==> src/common/iod_pkg.sv <==
// iod_pkg: constants and carrier types for the i/o space access decoder
// assumes an 8-bit core bus and a peripheral fabric that answers in the same cycle
package iod_pkg;
   localparam int unsigned IOD_DATA_W      = 8;
   localparam int unsigned IOD_ADDR_W      = 9;
   localparam int unsigned IOD_IO_ADDR_W   = 6;
   localparam int unsigned IOD_BIT_W       = 3;
   localparam logic [8:0]  IOD_IO_OFFSET   = 9'h020;
   localparam logic [5:0]  IOD_BIT_IO_LAST = 6'h1F;
   localparam logic [5:0]  IOD_IO_LAST     = 6'h3F;
   localparam logic [8:0]  IOD_EXT_FIRST   = 9'h060;
   localparam logic [8:0]  IOD_EXT_LAST    = 9'h1FF;
   localparam logic [7:0]  IOD_ZERO_BYTE   = 8'h00;

   // nine operations need four bits
   typedef enum logic [3:0] {
      IOD_OP_NONE,
      IOD_OP_IN,
      IOD_OP_OUT,
      IOD_OP_BIT_SET,
      IOD_OP_BIT_CLEAR,
      IOD_OP_SKIP_ONE,
      IOD_OP_SKIP_ZERO,
      IOD_OP_DATA_LOAD,
      IOD_OP_DATA_STORE
   } iod_op_t;

   // core request: io ops use io_addr, load/store use data_addr
   typedef struct packed {
      logic        valid;
      iod_op_t     op;
      logic [5:0]  io_addr;
      logic [8:0]  data_addr;
      logic [2:0]  bit_sel;
      logic [7:0]  wdata;
   } iod_req_t;

   // answer to the core
   typedef struct packed {
      logic        done;
      logic        error;
      logic        skip;
      logic [7:0]  rdata;
   } iod_rsp_t;

   // peripheral side: one register port in data-space addressing
   typedef struct packed {
      logic        rd;
      logic        wr;
      logic [8:0]  addr;
      logic [7:0]  wdata;
   } iod_per_t;
endpackage : iod_pkg

==> src/rtl/iod_decoder.sv <==
// iod_decoder: maps core i/o, bit and load/store accesses onto the peripheral register port
// assumes peripheral read data is combinational on per_rdata for the current request address
//
// What the document requires
// bit set and clear allowed only on i/o addresses 0x00 to 0x1f
// bit test skips next instruction when selected bit is one or zero
// write-one-to-clear flags clear on one, zero leaves them unchanged
// bit set/clear is read-modify-write of the whole register
// in/out ops address i/o locations 0 to 63
// load/store data address equals i/o address plus 0x20
// in/out opcode field encodes exactly 64 locations; more live in extended region
// extended region 0x60..0x1ff reachable only by load and store
// software should write zero to reserved bits
// software never writes reserved i/o addresses
// reserved locations read zero and cause no side effect
`timescale 1ns/1ps
module iod_decoder
   import iod_pkg::*;
(
   input  wire logic     clk,
   input  wire logic     rst_n,
   input  wire iod_req_t req,
   input  wire logic [7:0] per_rdata,
   input  wire logic     per_hit,
   output iod_rsp_t      rsp,
   output iod_per_t      per
);
   typedef enum logic [1:0] {IOD_IDLE, IOD_RMW_WRITE} iod_state_t;

   typedef struct packed {
      iod_state_t  state;
      iod_rsp_t    rsp;
      iod_per_t    per;
   } iod_st_t;

   iod_st_t st_reg;
   iod_st_t st_next;
   logic [8:0] io_as_data;
   logic [7:0] rd_val;
   logic [7:0] bit_mask;
   logic       io_op;

   // i/o number mapped into data space; 6-bit field bounds in/out to 64 places
   assign io_as_data = {3'b000, req.io_addr} + IOD_IO_OFFSET;
   assign rd_val     = per_hit ? per_rdata : IOD_ZERO_BYTE;
   assign bit_mask   = 8'h01 << req.bit_sel;
   assign io_op      = req.op inside {IOD_OP_IN, IOD_OP_OUT, IOD_OP_BIT_SET,
                                      IOD_OP_BIT_CLEAR, IOD_OP_SKIP_ONE, IOD_OP_SKIP_ZERO};

   always_comb begin
      st_next = st_reg;
      st_next.rsp = '0;
      st_next.per = '0;
      case (st_reg.state)
         IOD_IDLE: begin
            if (req.valid) begin
               case (req.op)
                  IOD_OP_IN: begin
                     st_next.rsp.done  = 1'b1;
                     st_next.rsp.rdata = rd_val;
                     st_next.per.rd    = 1'b1;
                     st_next.per.addr  = io_as_data;
                  end
                  IOD_OP_OUT: begin
                     st_next.rsp.done  = 1'b1;
                     st_next.per.wr    = per_hit;
                     st_next.per.addr  = io_as_data;
                     st_next.per.wdata = req.wdata;
                  end
                  IOD_OP_BIT_SET, IOD_OP_BIT_CLEAR: begin
                     if (req.io_addr > IOD_BIT_IO_LAST) begin
                        st_next.rsp.done  = 1'b1;
                        st_next.rsp.error = 1'b1;
                     end else begin
                        // whole byte is written back, so flags read as one get cleared
                        st_next.state     = IOD_RMW_WRITE;
                        st_next.per.wr    = per_hit;
                        st_next.per.addr  = io_as_data;
                        st_next.per.wdata = (req.op == IOD_OP_BIT_SET) ?
                                            (rd_val | bit_mask) : (rd_val & ~bit_mask);
                     end
                  end
                  IOD_OP_SKIP_ONE, IOD_OP_SKIP_ZERO: begin
                     st_next.rsp.done = 1'b1;
                     if (req.io_addr > IOD_BIT_IO_LAST) begin
                        st_next.rsp.error = 1'b1;
                     end else begin
                        st_next.per.rd   = 1'b1;
                        st_next.per.addr = io_as_data;
                        st_next.rsp.skip = (req.op == IOD_OP_SKIP_ONE) ?
                                           |(rd_val & bit_mask) : ~|(rd_val & bit_mask);
                     end
                  end
                  IOD_OP_DATA_LOAD: begin
                     st_next.rsp.done  = 1'b1;
                     st_next.rsp.rdata = rd_val;
                     st_next.per.rd    = 1'b1;
                     st_next.per.addr  = req.data_addr;
                  end
                  IOD_OP_DATA_STORE: begin
                     st_next.rsp.done  = 1'b1;
                     st_next.per.wr    = per_hit;
                     st_next.per.addr  = req.data_addr;
                     st_next.per.wdata = req.wdata;
                  end
                  default: begin
                  end
               endcase
            end
         end
         IOD_RMW_WRITE: begin
            st_next.state    = IOD_IDLE;
            st_next.rsp.done = 1'b1;
         end
         default: st_next.state = IOD_IDLE;
      endcase
   end

   always_ff @(posedge clk) begin
      if (!rst_n) begin
         st_reg <= '{state: IOD_IDLE, rsp: '0, per: '0};
      end else begin
         st_reg <= st_next;
      end
   end

   assign rsp = st_reg.rsp;
   assign per = st_reg.per;

   a_bit_range_err: assert property (@(posedge clk) disable iff (!rst_n)
      (req.valid && st_reg.state == IOD_IDLE && io_op && req.op != IOD_OP_IN &&
       req.op != IOD_OP_OUT && req.io_addr > IOD_BIT_IO_LAST)
      |=> rsp.error && !per.wr)
      else $error("bit op above 0x1f not refused");
   a_skip_value: assert property (@(posedge clk) disable iff (!rst_n)
      (req.valid && st_reg.state == IOD_IDLE && req.op == IOD_OP_SKIP_ONE &&
       req.io_addr <= IOD_BIT_IO_LAST && per_hit)
      |=> rsp.skip == $past(per_rdata[req.bit_sel]))
      else $error("skip result wrong");
   a_rmw_clear: assert property (@(posedge clk) disable iff (!rst_n)
      (req.valid && st_reg.state == IOD_IDLE && req.op == IOD_OP_BIT_CLEAR &&
       req.io_addr <= IOD_BIT_IO_LAST && per_hit)
      |=> per.wr && per.wdata == ($past(per_rdata) & ~$past(bit_mask)) ##1 rsp.done)
      else $error("bit clear write-back wrong");
   a_rmw_set: assert property (@(posedge clk) disable iff (!rst_n)
      (req.valid && st_reg.state == IOD_IDLE && req.op == IOD_OP_BIT_SET &&
       req.io_addr <= IOD_BIT_IO_LAST && per_hit)
      |=> per.wdata == ($past(per_rdata) | $past(bit_mask)))
      else $error("bit set write-back wrong");
   a_io_offset: assert property (@(posedge clk) disable iff (!rst_n)
      (req.valid && st_reg.state == IOD_IDLE && req.op == IOD_OP_IN)
      |=> per.rd && per.addr == $past(req.io_addr) + IOD_IO_OFFSET)
      else $error("io address not offset by 0x20");
   a_io_range: assert property (@(posedge clk) disable iff (!rst_n)
      (st_reg.state == IOD_IDLE && req.valid && req.op == IOD_OP_OUT)
      |=> per.addr <= ({3'b000, IOD_IO_LAST} + IOD_IO_OFFSET))
      else $error("io access left io window");
   a_ext_store: assert property (@(posedge clk) disable iff (!rst_n)
      (st_reg.state == IOD_IDLE && req.valid && req.op == IOD_OP_DATA_STORE && per_hit)
      |=> per.wr && per.addr == $past(req.data_addr))
      else $error("store not passed through");
   a_reserved_quiet: assert property (@(posedge clk) disable iff (!rst_n)
      (st_reg.state == IOD_IDLE && req.valid && !per_hit && req.op == IOD_OP_DATA_LOAD)
      |=> !per.wr && rsp.rdata == IOD_ZERO_BYTE)
      else $error("reserved access not quiet");

   // a bit set or clear on 0x00 to 0x1f owns the port for two cycles; the write-back is the first, done comes in the second
   a_rmw_wait: assert property (@(posedge clk) disable iff (!rst_n)
      (req.valid && st_reg.state == IOD_IDLE &&
       req.op inside {IOD_OP_BIT_SET, IOD_OP_BIT_CLEAR} &&
       req.io_addr <= IOD_BIT_IO_LAST)
      |=> !rsp.done ##1 rsp.done && !per.wr && !per.rd)
      else $error("bit op write-back timing wrong");

   // requests in the write-back cycle are dropped, not queued
   a_rmw_ignore: assert property (@(posedge clk) disable iff (!rst_n)
      (st_reg.state == IOD_RMW_WRITE)
      |=> rsp.done && !per.wr && !per.rd)
      else $error("request taken during write-back");

   a_skip_zero: assert property (@(posedge clk) disable iff (!rst_n)
      (req.valid && st_reg.state == IOD_IDLE && req.op == IOD_OP_SKIP_ZERO &&
       req.io_addr <= IOD_BIT_IO_LAST && per_hit)
      |=> rsp.done && rsp.skip == !$past(per_rdata[req.bit_sel]))
      else $error("skip on zero result wrong");

   a_refused_quiet: assert property (@(posedge clk) disable iff (!rst_n)
      (req.valid && st_reg.state == IOD_IDLE &&
       req.op inside {IOD_OP_BIT_SET, IOD_OP_BIT_CLEAR, IOD_OP_SKIP_ONE, IOD_OP_SKIP_ZERO} &&
       req.io_addr > IOD_BIT_IO_LAST)
      |=> rsp.done && !per.rd && !rsp.skip)
      else $error("refused bit op touched the port");

   // reads pass straight through; reserved ones were zeroed in rd_val
   a_in_data: assert property (@(posedge clk) disable iff (!rst_n)
      (req.valid && st_reg.state == IOD_IDLE && req.op == IOD_OP_IN && per_hit)
      |=> rsp.done && rsp.rdata == $past(per_rdata))
      else $error("in data wrong");

   // the six-bit field keeps every in access inside the 64-place window
   a_in_window: assert property (@(posedge clk) disable iff (!rst_n)
      (req.valid && st_reg.state == IOD_IDLE && req.op == IOD_OP_IN)
      |=> per.addr >= IOD_IO_OFFSET && per.addr <= ({3'b000, IOD_IO_LAST} + IOD_IO_OFFSET))
      else $error("in access left io window");

   // extended registers sit above the io window; only load and store land there
   a_io_no_ext: assert property (@(posedge clk) disable iff (!rst_n)
      (req.valid && st_reg.state == IOD_IDLE && io_op)
      |=> per.addr < IOD_EXT_FIRST)
      else $error("io op reached extended region");

   a_ext_load: assert property (@(posedge clk) disable iff (!rst_n)
      (req.valid && st_reg.state == IOD_IDLE && req.op == IOD_OP_DATA_LOAD &&
       req.data_addr >= IOD_EXT_FIRST && req.data_addr <= IOD_EXT_LAST)
      |=> per.rd && rsp.done && per.addr == $past(req.data_addr))
      else $error("extended load not passed through");

   // zero bits pass as zero, so a write-one-to-clear flag written zero is left alone
   a_out_data: assert property (@(posedge clk) disable iff (!rst_n)
      (req.valid && st_reg.state == IOD_IDLE && req.op == IOD_OP_OUT && per_hit)
      |=> per.wr && per.wdata == $past(req.wdata))
      else $error("out data not passed through");
endmodule : iod_decoder

==> config.mk <==
export PLATFORM = sky130hd
export DESIGN_NAME = iod_decoder
export DESIGN_NICKNAME = d
export VERILOG_FILES = /design/src/common/iod_pkg.sv /design/src/rtl/iod_decoder.sv
export SDC_FILE = /design/constraint.sdc
export NUM_CORES = 1
export LEC_CHECK = 0
export BUFFER_PORTS_ARGS = -buffer_cell sky130_fd_sc_hd__buf_2
export CAP_MARGIN = 20
export CORE_AREA = 2 2 64 66
export DETAILED_ROUTE_END_ITERATION = 12
export DIE_AREA = 0 0 66 68
export PLACE_DENSITY_LB_ADDON = 0.05
export SYNTH_ARGS = -nofsm -noshare
export SYNTH_HDL_FRONTEND = slang
export SYNTH_SLANG_ARGS = --single-unit
==> constraint.sdc <==
create_clock -name clk -period 2 [get_ports clk]
set_clock_uncertainty 0.15 [all_clocks]
set_input_delay 0.5 -clock clk [delete_from_list [all_inputs] [get_ports clk]]
set_output_delay 0.5 -clock clk [all_outputs]
set_load 0.005 [all_outputs]
==> impl_metrics.env, run 1 <==
export IMPL_drtAntennaViolNets=0
export IMPL_fillCellCount=372
export IMPL_syn_to_final_growth_pct=18.1
export IMPL_final_common_cell="buf_2"
export IMPL_final_cell_mix="buf_2, dfxtp_1, nor2_1"
export IMPL_arrival_ns=1.65
export IMPL_power_switching_mw=0.327
export IMPL_tightestPinTransition_ns=0.444
export IMPL_status="finished clean"
export IMPL_chipHeight_um=68
export IMPL_drive_gt1_share_pct=41.0
export IMPL_grt_pass1_vias=1342
export IMPL_synthFlopType="dfxtp_1"
export IMPL_synthArstFlopShare_pct=0
export IMPL_drtIter0Drc=58
export IMPL_final_util_pct=54.3
export IMPL_synthesis_nets=243
export IMPL_synth_edf_count=0
export IMPL_max_freq_mhz=610
export IMPL_clk_pin_slew_ns=0.06
export IMPL_start_util_pct=46.0
export IMPL_clock_sinks=31
export IMPL_finalWeightedCongestion=0.817
export IMPL_synth_top_area_cell="dfxtp_1"
export IMPL_post_cts_buffers=0
export IMPL_min_delay_start="rst_n"
export IMPL_p_leak_nw=0.978
export IMPL_p_comb_share_pct=16.4
export IMPL_syn_avg_cell_area_um2=8.83
export IMPL_grt_max_degree=13
export IMPL_start_kind="input pin"
export IMPL_finalMaxSlewViolations=0
export IMPL_seq_area_um2=621
export IMPL_synth_seq_cells=31
export IMPL_ys_seq_area_share_pct=35.0
export IMPL_grt_usage_pct=17.1
export IMPL_root_buffer="clkbuf_8"
export IMPL_antenna_found_initial=0
export IMPL_reg2reg_to="rsp[2]"
export IMPL_ctsHtreeMaxLevel=2
export IMPL_largest_reg_flops=19
export IMPL_drc=0
export IMPL_crit_path_max_fanout=2
export IMPL_holdBufCountCts=0
export IMPL_peakVddDrop_mv=0.286
export IMPL_synth_top_area_share_pct=35.0
export IMPL_num_antenna_cells=0
export IMPL_grt_pass1_wl_mm=5.74
export IMPL_worstSetupPathType="in -> reg"
export IMPL_postSynthCellCount=201
export IMPL_finalPower_mw=1.30
export IMPL_holdWs_ns=0.300
export IMPL_power_share_switching_pct=25.2
export IMPL_num_rows=23
export IMPL_cp_top_family="multiplexers"
export IMPL_nNetsFinal=290
export IMPL_hold_path_class="in -> reg"
export IMPL_post_dp_cell_area_um2=2010
export IMPL_multiInputGateArea_um2=847
export IMPL_vias_per_cell=5.05
export IMPL_seq_power_share_pct=48.3
export IMPL_p_clk_share_pct=35.3
export IMPL_wl_mm=3.81
export IMPL_yosysUniqueCellTypes=54
export IMPL_cts_tree="built"
export IMPL_r2r_cells=5
export IMPL_slowest_delay_ns=0.35
export IMPL_hpwlAfterDp_mm=3.11
export IMPL_powerDensity_nw_per_um2=618
export IMPL_period_minus_slack_ns=1.64
export IMPL_rsz0062_at_grt="no"
export IMPL_core_area_um2=3860
export IMPL_path_buf_inv=1
export IMPL_hold_path_depth=2
export IMPL_hold_violations=0
export IMPL_io_buffers=71
export IMPL_finalSetupViolations=0
export IMPL_r2r_start="st_reg[30]"
export IMPL_worstPathRequired_ns=2.01
export IMPL_cp_slowest_cell="mux2_1"
export IMPL_clockBufferDepth=2
export IMPL_clock_latency_ns=0.27
export IMPL_drt_pass1_iter_count=4
export IMPL_min_to="rsp[10]"
export IMPL_tns_ns=0
export IMPL_slew_headroom_pct=70.2
export IMPL_die_w_um=66
export IMPL_rrSetupSlack_ns=0.54
export IMPL_cts_resized=0
export IMPL_grt_overflow=0
export IMPL_yosysWarnings=0
export IMPL_crit_chain="buf_2 -> mux4_2 -> o2bb2ai_1 -> a311oi_1 -> mux2_1"
export IMPL_maxCapViolCount=0
export IMPL_synthTopCellsByArea="dfxtp_1, buf_4, a22oi_1"
export IMPL_io_pins=72
export IMPL_p_int_mw=0.970
export IMPL_routedWlPerCell_um=12.7
export IMPL_vias=1511
export IMPL_min_period_over_period_pct=82.0
export IMPL_final_area_um2=2100
export IMPL_netlist_area_um2=1770
export IMPL_critPathCaptureType="register"
export IMPL_cts_buffers=5
export IMPL_die_area_um2=4490
cell families (layout without fill, tap and decap cells):
logic type	after synthesis	in the layout	synth area share [%]
compound gates	35	35	15.7
mux	11	11	7.05
xor+xnor	3	3	1.48
simple gates	73	73	23.5
flops	31	31	35.0
buf+inv	48	96	17.3
area by class of cell:
| type | instances | share of cell area (%) |
|---|---|---|
| inverters | 4 | 0.716 |
| well taps | 50 | 2.99 |
| clock buffers | 6 | 3.46 |
| multi-input cells | 122 | 40.4 |
| clock inverters | 2 | 0.597 |
| flip-flops and latches | 31 | 29.6 |
| repair buffers | 84 | 22.2 |
per-stage QoR:
stage	setup slack (ns)	cells
floorplan	0.162	201
finish	0.360	299
global route	0.274	299
detailed placement	0.0601	291
global placement	0.0839	291
CTS	0.353	299
synth_stat cells, types with 4 or more instances:
cell type and instances:
a22oi_1 11, clkbuf_1 8, buf_2 5, and3_1 4, dfxtp_1 31, nand2_1 15
nor2_1 19, nor3b_1 5, mux2i_1 8, and2_1 10, buf_4 30
how the worst max path moves through the flow:
stage,start,endpoint,slack (ns),depth (start not counted)
6_report,req[8],rsp[8],0.36,5
2_1_floorplan,req[27],per[5],0.16,5
4_1_cts,req[26],per[0],0.35,5
3_3_place_gp,req[8],rsp[8],0.08,5
5_1_grt,req[27],per[0],0.27,6
3_5_place_dp,req[26],per[0],0.06,5
per-layer routing:
metal,track usage (%),vias to the layer above,wire [um]
met2,33.7,47,2020
met4,6.89,0,21
met3,4.44,2,221
met5,0,-,0
li1,-,765,-
met1,17.2,697,1540
power by group through the flow:
stage               combinational (mW)  clock [mW]  sequential (mW)
finish                           0.213       0.457            0.626
CTS                              0.214       0.473            0.626
detailed placement               0.213           0            0.640
global placement                 0.208           0            0.640
global route                     0.235       0.500            0.626
floorplan                        0.134           0            0.640
Power figures use the tool's default switching activity.
==> run 2: changes to the inputs <==
Settings changed: CORE_AREA 2 2 64 66 to 2 2 68 70, DIE_AREA 0 0 66 68 to 0 0 70 72.
Clock period 2 ns to 1.35 ns, I/O delays scaled along.
==> impl_metrics.env, run 2 (synthesis results as in run 1) <==
export IMPL_status="finished with violations"
export IMPL_violations="setup timing"
export IMPL_period_minus_slack_ns=1.43
export IMPL_grt_pass1_vias=1752
export IMPL_crit_chain="and3b_2 -> buf_4 -> nand2b_4 -> nor4_2 -> mux2_1"
export IMPL_io_buffers=71
export IMPL_p_leak_nw=1.19
export IMPL_critPathCaptureType="register"
export IMPL_tightestPinTransition_ns=0.312
export IMPL_vias=1651
export IMPL_final_area_um2=2590
export IMPL_cts_buffers=5
export IMPL_cts_tree="built"
export IMPL_clock_sinks=31
export IMPL_arrival_ns=1.44
export IMPL_holdBufCountCts=0
export IMPL_worstSetupPathType="reg -> reg"
export IMPL_finalMaxSlewViolations=0
export IMPL_clk_pin_slew_ns=0.07
export IMPL_vias_per_cell=4.97
export IMPL_holdWs_ns=0.135
export IMPL_final_cell_mix="buf_2, buf_4, dfxtp_1"
export IMPL_grt_max_degree=12
export IMPL_peakVddDrop_mv=0.412
export IMPL_num_rows=24
export IMPL_num_antenna_cells=0
export IMPL_syn_to_final_growth_pct=45.9
export IMPL_finalPower_mw=2.13
export IMPL_final_common_cell="buf_2"
export IMPL_core_area_um2=4260
export IMPL_cp_slowest_cell="dfxtp_2"
export IMPL_drtAntennaViolNets=0
export IMPL_die_w_um=70
export IMPL_hold_violations=0
export IMPL_dp_cells=321
export IMPL_rsz0062_at_grt="yes"
export IMPL_largest_reg_flops=19
export IMPL_min_period_over_period_pct=106
export IMPL_chipHeight_um=72
export IMPL_drt_pass1_iter_count=4
export IMPL_start_kind="register"
export IMPL_crit_path_max_fanout=4
export IMPL_slowest_delay_ns=0.33
export IMPL_powerDensity_nw_per_um2=824
export IMPL_routedWlPerCell_um=14.3
export IMPL_hold_path_class="in -> reg"
export IMPL_grt_overflow=0
export IMPL_clockBufferDepth=2
export IMPL_root_buffer="clkbuf_8"
export IMPL_ctsHtreeMaxLevel=2
export IMPL_grt_pass1_wl_mm=7.78
export IMPL_setup_slack_ns=-0.0760
export IMPL_maxCapViolCount=0
export IMPL_start_util_pct=41.6
export IMPL_drive_gt1_share_pct=58.6
export IMPL_clock_latency_ns=0.28
export IMPL_post_dp_cell_area_um2=2240
export IMPL_worstPathRequired_ns=1.36
export IMPL_antenna_found_initial=0
export IMPL_fin_cells=332
export IMPL_drtIter0Drc=58
export IMPL_finalSetupViolations=14
export IMPL_slew_headroom_pct=79.0
export IMPL_nNetsFinal=322
export IMPL_fillCellCount=395
export IMPL_hpwlAfterDp_mm=3.49
export IMPL_drc=0
export IMPL_io_pins=72
export IMPL_max_freq_mhz=701
export IMPL_finalWeightedCongestion=0.796
export IMPL_grt_usage_pct=19.0
export IMPL_wl_mm=4.76
export IMPL_die_area_um2=5040
[run 2: changes by cell type in the layout (fill, tap and decap cells not counted), moves of 2 or more]
cell     before  now
nor3b_2       0    2
buf_6         0   10
a22oi_1      11    1
nor3b_1       5    3
buf_4        12   37
a22oi_2       1   11
buf_2        71   67
[run 2: path summary, 6_finish.rpt]
check | from | to | slack [ns] | cells after the start
hold reg to reg | st_reg[30] | rsp[10] | 0.36 | 2
hold / removal | req[19] | per[16] | 0.14 | 2
setup / recovery | st_reg[30] | rsp[8] | -0.08 | 5
setup reg to reg | st_reg[30] | rsp[8] | -0.08 | 5
[run 2: layer usage]
layer	global-route usage [%]	up-vias	part of all wire, %
li1	-	828	-
met5	0	-	0
met1	22.7	766	43
met3	5.00	7	5.9
met4	6.41	0	1.4
met2	33.4	50	50
[run 2: stage by stage]
step / utilization [%] / setup WS (ns) / TNS (ns)
after floorplan: - / -0.291 / -4.98
after global placement: 52.4 / -0.359 / -8.57
after detailed placement: 52.4 / -0.441 / -9.02
after CTS: 58.6 / -0.0962 / -0.483
after global routing: 60.7 / -0.132 / -1.46
final: 60.7 / -0.0760 / -0.406
[run 2: layout make-up]
type / instances / area, um^2 / share of cell area [%]
Sequential cell: 31 / 622 / 24.0
Inverter: 4 / 15.0 / 0.580
Clock inverter: 1 / 5.00 / 0.193
Multi-Input combinational cell: 122 / 1030 / 39.9
Timing Repair Buffer: 116 / 766 / 29.6
Clock buffer: 6 / 82.6 / 3.19
Tap cell: 52 / 65.1 / 2.51
[run 2: repair_timing]
item,4_1_cts,5_1_grt
pin swaps,20,9
cloned,0,0
resized for setup,35,16
setup endpoints to repair,27,27
setup buffers,4,0
[run 2: critical path: cells and delay by family (launching register included)]
family	cells	cell delay, ns
AND/OR/NAND/NOR	3	0.40
flip-flops	1	0.33
multiplexers	1	0.28
buffers and inverters	1	0.15
[run 2: power breakdown]
| part | switching, mW | internal [mW] | leakage (nW) |
|---|---|---|---|
| Combinational | 0.221 | 0.248 | 0.895 |
| Clock | 0.336 | 0.399 | 0.0470 |
| Sequential | 0.00243 | 0.925 | 0.251 |
| Total | 0.560 | 1.57 | 1.19 |
==> run 3: changes to the inputs <==
Settings changed: SKIP_LAST_GASP set to 1.
==> impl_metrics.env, run 3 (synthesis results as in run 1) <==
export IMPL_slew_headroom_pct=78.9
export IMPL_period_minus_slack_ns=1.43
export IMPL_multiInputGateArea_um2=1030
export IMPL_nNetsFinal=322
export IMPL_clockBufferDepth=2
export IMPL_post_dp_cell_area_um2=2240
export IMPL_hold_path_depth=2
export IMPL_largest_reg_flops=19
export IMPL_arrival_ns=1.44
export IMPL_maxCapViolCount=0
export IMPL_clk_pin_slew_ns=0.07
export IMPL_cts_tree="built"
export IMPL_die_area_um2=5040
export IMPL_clock_latency_ns=0.28
export IMPL_num_antenna_cells=0
export IMPL_min_delay_start="req[18]"
export IMPL_routedWlPerCell_um=14.3
export IMPL_io_pins=72
export IMPL_worstSetupPathType="reg -> reg"
export IMPL_root_buffer="clkbuf_8"
export IMPL_chipHeight_um=72
export IMPL_reg2reg_to="rsp[8]"
export IMPL_core_area_um2=4260
export IMPL_grt_usage_pct=19.0
export IMPL_cts_buffers=5
export IMPL_finalPower_mw=2.13
export IMPL_die_w_um=70
export IMPL_antenna_found_initial=0
export IMPL_grt_pass1_wl_mm=7.78
export IMPL_grt_max_degree=12
export IMPL_vias=1650
export IMPL_drt_pass1_iter_count=4
export IMPL_clock_sinks=31
export IMPL_start_kind="register"
export IMPL_hpwlAfterDp_mm=3.49
export IMPL_seq_area_um2=622
export IMPL_r2r_start="st_reg[30]"
export IMPL_final_cell_mix="buf_2, buf_4, dfxtp_1"
export IMPL_num_rows=24
export IMPL_critPathCaptureType="register"
export IMPL_violations="setup timing"
export IMPL_drtAntennaViolNets=0
export IMPL_fillCellCount=401
export IMPL_min_period_over_period_pct=106
export IMPL_final_area_um2=2580
export IMPL_finalSetupViolations=13
export IMPL_crit_path_max_fanout=4
export IMPL_ctsHtreeMaxLevel=2
export IMPL_drc=0
export IMPL_syn_to_final_growth_pct=45.5
export IMPL_holdBufCountCts=0
export IMPL_final_common_cell="buf_2"
export IMPL_drtIter0Drc=60
export IMPL_max_freq_mhz=701
export IMPL_start_util_pct=41.6
export IMPL_hold_path_class="in -> reg"
export IMPL_setup_slack_ns=-0.0756
export IMPL_p_leak_nw=1.19
export IMPL_hold_violations=0
export IMPL_grt_pass1_vias=1752
export IMPL_status="finished with violations"
export IMPL_vias_per_cell=4.97
export IMPL_r2r_cells=5
export IMPL_finalWeightedCongestion=0.796
export IMPL_tightestPinTransition_ns=0.313
export IMPL_min_to="per[15]"
export IMPL_tns_ns=-0.412
export IMPL_finalMaxSlewViolations=0
export IMPL_rsz0062_at_grt="yes"
export IMPL_grt_overflow=0
export IMPL_worstPathRequired_ns=1.37
export IMPL_rrSetupSlack_ns=-0.08
export IMPL_peakVddDrop_mv=0.413
export IMPL_io_buffers=71
export IMPL_wl_mm=4.74
export IMPL_drive_gt1_share_pct=58.6
export IMPL_powerDensity_nw_per_um2=826
-- run 3: cell count changes in the layout (fill, tap and decap cells not counted) --
cell	delta
buf_6	-2
buf_4	+2
-- run 3: worst max-delay path, cell delays in order, from the launching register on --
cell and delay, ns:
dfxtp_2 0.33, and3b_2 0.24, buf_4 0.15, nand2b_4 0.11
nor4_2 0.05, mux2_1 0.28
-- run 3: metrics by stage --
step	setup slack, ns	cells	util [%]	hold slack (ns)
global placement	-0.359	321	52.4	0.334
CTS	-0.0962	332	58.6	0.131
global route	-0.132	332	60.5	0.140
floorplan	-0.291	201	-	0.304
finish	-0.0756	332	60.5	0.135
detailed placement	-0.441	321	52.4	0.347
-- run 3: worst max path at each step --
stage,endpoint,cells after the start,slack (ns),start
global route,rsp[8],5,-0.13,st_reg[30]
floorplan,per[5],5,-0.29,req[27]
detailed placement,rsp[8],5,-0.44,req[8]
finish,rsp[8],5,-0.08,st_reg[30]
global placement,rsp[8],5,-0.36,req[8]
CTS,rsp[8],5,-0.1,req[8]
-- run 3: what timing repair did --
item,in CTS,in global routing
resized for setup,35,14
pin swaps,20,9
buffers inserted,4,0
endpoints found under the setup margin,27,27
gates cloned,0,0
-- run 3: layout make-up --
| class | instances | share of cell area [%] |
|---|---|---|
| inverters | 4 | 0.582 |
| clock buffers | 6 | 3.20 |
| repair buffers | 116 | 29.4 |
| clock inverters | 1 | 0.194 |
| multi-input cells | 122 | 40.0 |
| flip-flops and latches | 31 | 24.1 |
| well taps | 52 | 2.52 |
-- run 3: routing by layer --
layer,up-vias,track usage [%],share of wire [%]
li1,830,-,-
met4,0,6.41,1.1
met3,5,5.00,5.5
met5,-,0,0
met2,48,33.4,50
met1,767,22.7,44
-- run 3: power by group --
part | internal (mW) | total (mW) | switching [mW]
Clock | 0.400 | 0.738 | 0.338
Combinational | 0.246 | 0.467 | 0.221
Sequential | 0.925 | 0.928 | 0.00240
Total | 1.57 | 2.13 | 0.561
